==> config.mk <==
export PLATFORM = sky130hd
export DESIGN_NAME = lpa_config
export DESIGN_NICKNAME = d
export VERILOG_FILES = /design/src/include/lpa_pkg.sv /design/src/hw/lpa_reg8.sv /design/src/hw/lpa_config.sv
export SDC_FILE = /design/constraint.sdc
export NUM_CORES = 1
export LEC_CHECK = 0
export BUFFER_PORTS_ARGS = -buffer_cell sky130_fd_sc_hd__buf_2
export CAP_MARGIN = 25
export CORE_MARGIN = 4
export CORE_UTILIZATION = 53
export CTS_CLUSTER_SIZE = 12
export DETAILED_ROUTE_END_ITERATION = 8
export HOLD_SLACK_MARGIN = 0.02
export PLACE_DENSITY_LB_ADDON = 0.12
export SLEW_MARGIN = 30
export SYNTH_ARGS = -nofsm -noshare
export SYNTH_HDL_FRONTEND = slang
export SYNTH_SLANG_ARGS = --single-unit
==> constraint.sdc <==
create_clock -name clk -period 2.6 [get_ports clk]
set_input_delay 0.13 -clock clk [delete_from_list [all_inputs] [get_ports clk]]
set_output_delay 0.13 -clock clk [all_outputs]
set_load 0.005 [all_outputs]
==> src/include/lpa_pkg.sv <==
// shared constants for the left phase and gain-control configuration registers
`default_nettype none
package lpa_pkg;
   localparam int unsigned ADDR_W = 8;
   localparam int unsigned DATA_W = 8;
   localparam logic [7:0] PHASE_ADDR = 8'h55;
   localparam logic [7:0] AGC_ADDR = 8'h56;
   localparam logic [7:0] PHASE_RESET = 8'h00;
   localparam logic [7:0] AGC_RESET = 8'h00;
   localparam logic [7:0] PHASE_WRITE_MASK = 8'hff;
   // low nibble of the gain-control register is read-only
   localparam logic [7:0] AGC_WRITE_MASK = 8'hf0;
   localparam int unsigned AGC_EN_BIT = 7;
   localparam int unsigned TARGET_HI = 6;
   localparam int unsigned TARGET_LO = 4;
   localparam int unsigned TARGET_W = 3;
   localparam logic [3:0] RSVD_VALUE = 4'h0;
   localparam int unsigned MAX_SHIFT = 128;
   localparam int unsigned SHIFT_W = 8;
   // target level in tenths of a dB below full scale, indexed by code
   localparam logic [7:0] TARGET_DECI_DB [0:7] = '{8'h37, 8'h50, 8'h64, 8'h78, 8'h8c, 8'haa,
      8'hc8, 8'hf0};
endpackage : lpa_pkg
`default_nettype wire

==> src/hw/lpa_reg8.sv <==
// one 8-bit register with a write strobe and a writable-bit mask
`timescale 1ns/1ps
`default_nettype none
module lpa_reg8 #(
   parameter logic [7:0] RESET_VALUE = 8'h00,
   parameter logic [7:0] WRITE_MASK = 8'hff
) (
   input wire logic clk,
   input wire logic reset_n,
   input wire logic write_strobe,
   input wire logic [7:0] write_data,
   output logic [7:0] value
);
   wire logic [7:0] next_value;
   // read-only bits keep their reset value whatever is written; no strobe holds the old value
   assign next_value = write_strobe ? ((write_data & WRITE_MASK) | (RESET_VALUE & ~WRITE_MASK))
      : value;
   always_ff @(posedge clk or negedge reset_n) begin
      if (!reset_n) begin
         value <= RESET_VALUE;
      end else begin
         value <= next_value;
      end
   end
endmodule : lpa_reg8
`default_nettype wire

==> src/hw/lpa_config.sv <==
// left channel phase offset and gain-control enable/target registers
//
// What this block does
// - phase field is signed modulator cycle offset
// - negative codes move left earlier, down -128
// - positive codes delay left, up to 127
// - bit seven enables left gain control
// - three-bit field picks one of eight targets
`timescale 1ns/1ps
`default_nettype none
module lpa_config (
   input wire logic clk,
   input wire logic reset_n,
   input wire logic reg_write,
   input wire logic [7:0] reg_addr,
   input wire logic [7:0] reg_wdata,
   output logic [7:0] reg_rdata,
   output logic left_agc_enable,
   output logic [2:0] left_agc_target,
   output logic [7:0] left_agc_target_deci_db,
   output logic left_delay_left,
   output logic left_delay_right,
   output logic [7:0] left_delay_cycles,
   output logic [7:0] left_phase_offset
);
   ////////////////////////////////////////////////////////////////////////////////
   wire logic hit_phase;
   wire logic hit_agc;
   wire logic [7:0] phase_value;
   wire logic [7:0] agc_value;
   wire logic phase_negative;
   wire logic [7:0] phase_magnitude;
   wire logic [7:0] next_rdata;
   wire logic next_delay_left;
   wire logic next_delay_right;
   wire logic next_agc_enable;
   wire logic [lpa_pkg::TARGET_W-1:0] next_agc_target;
   wire logic [7:0] next_target_deci_db;

   assign hit_phase = reg_write && (reg_addr == lpa_pkg::PHASE_ADDR);
   assign hit_agc = reg_write && (reg_addr == lpa_pkg::AGC_ADDR);

   lpa_reg8 #(
      .RESET_VALUE(lpa_pkg::PHASE_RESET),
      .WRITE_MASK(lpa_pkg::PHASE_WRITE_MASK)
   ) u_phase (
      .clk(clk),
      .reset_n(reset_n),
      .write_strobe(hit_phase),
      .write_data(reg_wdata),
      .value(phase_value)
   );

   lpa_reg8 #(
      .RESET_VALUE(lpa_pkg::AGC_RESET),
      .WRITE_MASK(lpa_pkg::AGC_WRITE_MASK)
   ) u_agc (
      .clk(clk),
      .reset_n(reset_n),
      .write_strobe(hit_agc),
      .write_data(reg_wdata),
      .value(agc_value)
   );

   ////////////////////////////////////////////////////////////////////////////////
   // signed field decode
   assign phase_negative = phase_value[lpa_pkg::SHIFT_W-1];
   assign phase_magnitude = phase_negative ? 8'(~phase_value + 8'h01) : phase_value;

   assign next_rdata = (reg_addr == lpa_pkg::PHASE_ADDR) ? phase_value :
                       (reg_addr == lpa_pkg::AGC_ADDR) ? agc_value : 8'h00;

   // left earlier means the right path is delayed
   assign next_delay_right = phase_negative;
   assign next_delay_left = !phase_negative && (phase_value != 8'h00);
   assign next_agc_enable = agc_value[lpa_pkg::AGC_EN_BIT];
   assign next_agc_target = agc_value[lpa_pkg::TARGET_HI:lpa_pkg::TARGET_LO];
   // level looked up here so the gain loop never decodes the code itself
   assign next_target_deci_db = lpa_pkg::TARGET_DECI_DB[next_agc_target];

   ////////////////////////////////////////////////////////////////////////////////
   // read data registered; one cycle behind the address
   always_ff @(posedge clk or negedge reset_n) begin
      if (!reset_n) begin
         reg_rdata <= 8'h00;
      end else begin
         reg_rdata <= next_rdata;
      end
   end

   always_ff @(posedge clk or negedge reset_n) begin
      if (!reset_n) begin
         left_phase_offset <= lpa_pkg::PHASE_RESET;
         left_delay_cycles <= 8'h00;
      end else begin
         left_phase_offset <= phase_value;
         left_delay_cycles <= phase_magnitude;
      end
   end

   // direction flags, at most one set
   always_ff @(posedge clk or negedge reset_n) begin
      if (!reset_n) begin
         left_delay_left <= 1'b0;
         left_delay_right <= 1'b0;
      end else begin
         left_delay_left <= next_delay_left;
         left_delay_right <= next_delay_right;
      end
   end

   always_ff @(posedge clk or negedge reset_n) begin
      if (!reset_n) begin
         left_agc_enable <= 1'b0;
         left_agc_target <= 3'h0;
         left_agc_target_deci_db <= lpa_pkg::TARGET_DECI_DB[0];
      end else begin
         left_agc_enable <= next_agc_enable;
         left_agc_target <= next_agc_target;
         left_agc_target_deci_db <= next_target_deci_db;
      end
   end
endmodule : lpa_config
`default_nettype wire

==> impl_results.md, run 1 <==
* Routed wire per std cell at 14.4 µm
* Pwr Total at 1.37 mW
* Setup_tns at 0 ns
* Leakage power total at between 1 and 1.5 nW
* Syn. warnings at 0
* Synth top area cells: dfrtp_1 61%, dfstp_2 7.6%, mux2_2 7.2%
* Commonest non-fill, non-tap cell in the layout: buf_2
* Via Count at 1120
* Syn-to-layout area delta at 26.9%
* Internal at between 1 and 1.5 mW
* Pin count of the biggest net entering global routing at 48
* CP startpoint kind: flip-flop
* Crit end category: flip-flop
* # diodes at 0
* Setup Viol. Count Final at 0
* Tmin final at ~1.4 ns
* Post-CTS setup buffer count at 0
* Hpwl dp at around 2.3 mm
* Logic gate share of total power at just under 9%
* Number of core rows at 20
* Mapped Avg Cell Area at about 15 µm²
* Max Cap Viol at 0
* CP Data Required Time at roughly 2.9 ns
* H-tree Lvls at 2
* Die X at around 65 µm
* CP max stage delay at between 0.4 and 0.5 ns
* CTS Buf Count at 5
* Syn Std Cell Area at between 1500 and 2000 µm²
* Seq cells post-synth at 47
* Clk buf depth at 2
* Worst Clk Skew at 0.00944 ns
* Layout cells sized above 1 at 49.2%
* Area leader, netlist: dfrtp_1
* Final period utilization at 53.9%
* Number of port buffers at 56
* Num ports at 57
* Synth Net Count at about 140
* Synth Instances at 118
* DRC at 0
* Total Routed Length at 3.26 mm
* Final hold violations at 0
* Switch share at roughly 22%
* Commonest cells after routing, fill and taps aside: 55 x buf_2, 42 x dfrtp_1, 11 x mux2_2
* Actual slew at the worst max-slew pin at roughly 0.55 ns
* Slew Viols, Final at 0
* Total GRT Usage at roughly 17%
* CTS tree: yes
* CTS sink count at 47
* Part of the power in registers at around three fifths
* Slew HR at ~63%
* Netlist cell types at 32
* Global-route wire length before repair at roughly 5.5 mm
* Gr ovfl total at 0
* Crit path max fanout at 5
* Core footprint at 3080 µm²
* Vias per inst at about 5
* Clock Latency Late Sink at roughly 0.36 ns
* Antenna violations before repair at 0
* GPL Wtd Cong at roughly 0.77
* Fmax achieved at roughly 710 MHz
* NetSw at approximately 0.30 mW
* Antenna violation net count after detailed routing at 0
* Worst Setup Slack, final at 1.20 ns
* Number of global-route vias before repair at roughly 1200
* Worst vdd rail ir drop at approximately 370 µV
* Synth top area share at 60.7%
* Die Footprint at 4250 µm²
* Crit path kind: flip-flop to flip-flop
* Crit-path cells: inv_1 > ha_1 > nand2b_1 > o41ai_1 > xnor2_1
* Pwr Density at 621 nW/µm²
* Status: completed
* Worst min path class: input port to flip-flop
* Sequential share of the synthesized area at approximately two thirds
* RSZ-0062 raised after global routing: false
* Clock Tree Root: clkbuf_4
* Clock share of power at 32.8%
* Die H at around 65 µm
* Iter 0 DRT Violations at 56
* Post-place setup slack at approximately 1.2 ns
* Pre-antenna DRT Iters at 4
* Worst Path Arrival at 1.69 ns
* Fin nets at between 200 and 250
* Initial core utilization at 56.3%
* Placed instance count at 210
* Worst-path clk slew at 0.13 ns
* Fin cells at approximately 230
* Final core occ at between 70 and 80%
* Slowest cell on the critical path: dfrtp_1
==> cells in the mapped netlist (all sizes together) <==
| cell | instances |
|---|---|
| a21oi | 1 |
| xnor2 | 6 |
| nor3 | 1 |
| nor2b | 1 |
| or3 | 1 |
| dfrtp | 42 |
| nand2 | 4 |
| nor2 | 7 |
| and3 | 4 |
| inv | 4 |
| xor2 | 1 |
| clkbuf | 4 |
| and4bb | 3 |
| a22oi | 4 |
| o41ai | 1 |
| mux2i | 1 |
| ha | 1 |
| buf | 4 |
| nand4bb | 1 |
| dfstp | 5 |
| o31ai | 1 |
| nand3 | 2 |
| mux2 | 12 |
| nor4 | 1 |
| o21ai | 3 |
| nand2b | 1 |
| a21o | 1 |
| a31oi | 1 |
==> area by class of cell <==
type / instances / area (µm²)
multi-input cells: 59 / 485
clock buffers: 6 / 51.3
flip-flops and latches: 47 / 1180
clock inverters: 2 / 35.0
repair buffers: 65 / 373
well taps: 44 / 55.1
fillers: 232 / 881
inverters: 4 / 15.0
==> worst paths after layout <==
| check | startpoint | endpoint | slack (ns) | cells past startpoint |
|---|---|---|---|---|
| max in group asynchronous | reset_n | left_agc_target_deci_db[1] | 1.94 | 2 |
| min reg2reg | u_agc.value[7] | left_agc_enable | 0.45 | 0 |
| min | reg_addr[7] | reg_rdata[6] | 0.15 | 3 |
| max | u_phase.value[1] | left_delay_cycles[6] | 1.20 | 5 |
| max reg2reg | u_phase.value[1] | left_delay_cycles[6] | 1.20 | 5 |
| min in group asynchronous | reset_n | reg_rdata[7] | 0.29 | 2 |
==> critical path, delay by kind of cell, from the launching register on <==
family / cells / cell delay, ns
simple gates: 1 / 0.09
compound gates: 1 / 0.36
buf+inv: 1 / 0.09
xor+xnor: 1 / 0.17
flops: 1 / 0.44
fa+ha+maj: 1 / 0.19
==> layer usage <==
metal | up-vias | wire length (µm) | global-route usage [%]
li1 | 528 | - | -
met1 | 540 | 1340 | 21.4
met2 | 44 | 1600 | 27.9
met3 | 8 | 255 | 6.67
met4 | 0 | 63 | 6.74
met5 | - | 0 | 0
==> stage by stage <==
step / hold slack (ns) / instance area (µm²)
4_1_cts: 0.0212 / 2180
3_5_place_dp: 0.343 / 2020
5_1_grt: 0.165 / 2200
2_1_floorplan: -0.166 / 1730
3_3_place_gp: 0.328 / 2020
6_report: 0.153 / 2200
==> power groups by stage <==
stage	clock, mW	sequential, mW	combinational, mW
6_report	0.447	0.799	0.119
5_1_grt	0.492	0.805	0.133
4_1_cts	0.459	0.799	0.120
3_5_place_dp	0	0.813	0.111
3_3_place_gp	0	0.810	0.108
2_1_floorplan	0	0.807	0.0491
==> kinds of logic after synthesis <==
family	after synthesis	synth area share, %
compound gates	12	4.91
xor+xnor	7	3.54
fa+ha+maj	1	0.722
buf+inv	12	3.68
flops	47	68.3
mux	13	8.60
simple gates	26	10.3
==> sequential cells by signal (all words and copies together) (netlist names) <==
register / count
left_delay_cycles: 7
left_agc_target: 2
left_agc_enable: 1
reg_rdata: 8
u_agc.value: 4
left_phase_offset: 7
u_phase.value: 8
left_delay_left: 1
left_delay_right: 1
left_agc_target_deci_db: 8
==> timing repair <==
| action | in CTS | in global routing |
|---|---|---|
| hold buffers | 8 | 1 |
| endpoints found under the hold margin | 52 | 1 |
| gates resized for setup | 0 | 0 |
| setup endpoints to repair | 0 | 0 |
No activity file was read; power rests on OpenSTA's default activity.
==> inputs of run 2 (changes only) <==
--- a/config.mk
+++ b/config.mk
@@ -5,10 +5,11 @@
 export SDC_FILE = /design/constraint.sdc
 export NUM_CORES = 1
 export LEC_CHECK = 0
+export ABC_AREA = 1
 export BUFFER_PORTS_ARGS = -buffer_cell sky130_fd_sc_hd__buf_2
 export CAP_MARGIN = 25
 export CORE_MARGIN = 4
-export CORE_UTILIZATION = 53
+export CORE_UTILIZATION = 45
 export CTS_CLUSTER_SIZE = 12
 export DETAILED_ROUTE_END_ITERATION = 8
 export HOLD_SLACK_MARGIN = 0.02
==> constraint.sdc (replaced) <==
create_clock -name clk -period 1.2 [get_ports clk]
set_input_delay 0.06 -clock clk [delete_from_list [all_inputs] [get_ports clk]]
set_output_delay 0.06 -clock clk [all_outputs]
set_load 0.005 [all_outputs]
==> impl_results.md, run 2 <==
* Number of core rows at 22 (+10%)
* CP startpoint kind: flip-flop
* Worst-path clk slew at 0.08 ns (-0.05 ns)
* Sequential share of the synthesized area at 65.3% (-3.0 points)
* Via Count at 1303 (+16%)
* Layout cells sized above 1 at 36.3% (-13 points)
* Fin nets at 253 (+25%)
* Antenna violations before repair at 0 (unchanged)
* Final period utilization at 88.9% (+35 points)
* H-tree Lvls at 2 (unchanged)
* CTS Buf Count at 5 (unchanged)
* Synth top area share at 58.1% (-2.6 points)
* DRC at 0 (unchanged)
* Vias per inst at 4.62 (-6.4%)
* Total GRT Usage at 14.5% (-2.9 points)
* Final core occ at 60.9% (-10 points)
* Reg2reg end: left_delay_left
* Number of port buffers at 56 (unchanged)
* Netlist cell types at 22 (-31%)
* Post-synth EDFFs at 0 (unchanged)
* Synth top area cells: dfrtp_1 58%, nand2_1 8.1%, dfstp_2 7.3%
* Crit end category: flip-flop
* Die X at 71.4 µm (+9.6%)
* Reg2reg start: u_phase.value[0]
* Routed wire per std cell at 11.8 µm (-18%)
* Die Footprint at 5100 µm² (+20%)
* Max Cap Viol at 0 (unchanged)
* Post-place setup slack at 0.0752 ns (-1.14 ns)
* CTS sink count at 47 (unchanged)
* Core footprint at 3770 µm² (+23%)
* Setup Viol. Count Final at 0 (unchanged)
* Ys async rst share at 100% (unchanged)
* Global-route wire length before repair at 5.89 mm (+7.7%)
* Synth Net Count at 186 (+35%)
* GPL Wtd Cong at 0.779 (+1.1%)
* Total Routed Length at 3.32 mm (+1.7%)
* Clk buf depth at 2 (unchanged)
* Antenna violation net count after detailed routing at 0 (unchanged)
* Leakage power total at 1.29 nW (+9.9%)
* Num ports at 57 (unchanged)
* Die H at 71.4 µm (+9.6%)
* Top FF cell, synth: dfrtp_1
* Critical Path End: left_delay_left
* # diodes at 0 (unchanged)
* Crit. Startpoint: u_phase.value[0]
* Regs by FF count: left_agc_target_deci_db (8), reg_rdata (8), u_phase.value (8)
* Iter 0 DRT Violations at 50 (-11%)
* Commonest cells after routing, fill and taps aside: 56 x buf_2, 42 x dfrtp_1, 39 x nand2_1
* Fin cells at 282 (+24%)
* Clock Latency Late Sink at 0.29 ns (-0.07 ns)
* Worst Reg-to-Reg Cells at 5 (unchanged)
* Met2 usage at 23.8% (-4.2 points)
* RSZ-0062 raised after global routing: false
* Syn. warnings at 0 (unchanged)
* Pin count of the biggest net entering global routing at 22 (-54%)
* Met1 Track Usage GR at 18.6% (-2.8 points)
* Tmin final at 1.07 ns (-0.333 ns)
* Clock Tree Root: clkbuf_8
* Commonest non-fill, non-tap cell in the layout: buf_2
* Worst vdd rail ir drop at 635 µV (+70%)
* Worst min path class: input port to flip-flop
* GR peak layer: met2
* Worst Setup Slack, final at 0.133 ns (-1.07 ns)
* Commonest cells post-synth: 42 x dfrtp_1, 39 x nand2_1, 16 x inv_1
* Final hold violations at 0 (unchanged)
* FF-to-FF setup slack at 0.13 ns (-1.07 ns)
* Worst Path Arrival at 1.25 ns (-0.44 ns)
* Crit path kind: flip-flop to flip-flop
* Synth Instances at 166 (+41%)
* Status: completed
* Filler Cell Count at 332 (+43%)
* Setup_tns at 0 ns (unchanged)
* Pre-antenna DRT Iters at 4 (unchanged)
* Gr ovfl total at 0 (unchanged)
* Number of global-route vias before repair at 1297 (+11%)
* Slew HR at 72.1% (+8.7 points)
* Syn Std Cell Area at 1810 µm² (+4.6%)
* Mapped Avg Cell Area at 10.9 µm² (-26%)
* Slew Viols, Final at 0 (unchanged)
* Crit path max fanout at 4 (-1)
* Area taken by multi-input logic gates at 533 µm² (+9.8%)
* Syn-to-layout area delta at 26.8% (about the same)
* Reg area at 1180 µm² (unchanged)
* Initial core utilization at 48.0% (-8.3 points)
* Pwr Density at 1270 nW/µm² (+100%)
* Worst Clk Skew at 0.00641 ns (-0.00303 ns)
* Count leader, synth: dfrtp_1
* CP Data Required Time at 1.38 ns (-1.51 ns)
* CTS tree: yes
* Placed instance count at 267 (+27%)
* Actual slew at the worst max-slew pin at 0.419 ns (-0.131 ns)
* Fmax achieved at 937 MHz (+31%)
* Hpwl dp at 2.58 mm (+11%)
* Area leader, netlist: dfrtp_1
* Seq cells post-synth at 47 (unchanged)
* M3 GR Usage at 4.07% (-2.6 points)
run 2: critical path, stage by stage, from the launching register on:
cell	delay, ns
dfrtp_1	0.40
inv_2	0.10
ha_4	0.14
nand4_1	0.12
nor2_1	0.14
nor2_1	0.05
run 2: what timing repair did:
action / in CTS / in global routing
gates resized for setup: 0 / 4
endpoints found under the hold margin: 23 / 0
hold buffers: 5 / 0
buffers inserted: 0 / 2
endpoints found under the setup margin: 0 / 3
run 2: kinds of logic (layout without fill, tap and decap cells):
kind of cell / count (synthesis) / in the layout / share of synthesized area, %
AOI/OAI and AO/OA: 10 / 10 / 2.90
xor gates and xnor gates: 4 / 4 / 1.93
buffers and inverters: 23 / 91 / 5.94
adders and majority gates: 1 / 1 / 0.691
DFF: 47 / 47 / 65.3
and+or+nand+nor: 81 / 81 / 23.2
run 2: power breakdown:
part           switching, mW  internal [mW]
registers             0.0399           1.67
clock network          0.476          0.407
logic                  0.174          0.135
run 2: metrics by stage:
step	hold slack [ns]	total power [mW]	cell area, µm²
2_1_floorplan	-0.236	1.88	1810
5_1_grt	0.0323	3.08	2300
6_report	0.0313	2.91	2300
3_5_place_dp	0.0164	2.04	2130
4_1_cts	0.0247	2.93	2270
3_3_place_gp	0.0128	2.03	2130
run 2: area by class of cell:
type | instances | area share, %
clock buffers | 6 | 3.16
well taps | 48 | 2.62
repair buffers | 67 | 16.3
flip-flops and latches | 47 | 51.5
inverters | 16 | 2.62
clock inverters | 2 | 0.545
multi-input cells | 96 | 23.2
run 2: worst min path at each step:
stage / to / depth (start not counted) / startpoint
after floorplan: left_agc_enable / 0 / reset_n
after global placement: left_agc_target_deci_db[3] / 1 / reset_n
after detailed placement: left_agc_target_deci_db[3] / 1 / reset_n
after CTS: u_phase.value[4] / 3 / reg_wdata[4]
after global routing: u_phase.value[7] / 3 / reg_wdata[7]
final: u_phase.value[7] / 3 / reg_wdata[7]
run 2: routing by layer:
layer	share of wire (%)	routed length, µm
met1	44	1470
met2	45	1510
met3	8.6	286
met4	1.4	48
met5	0	0
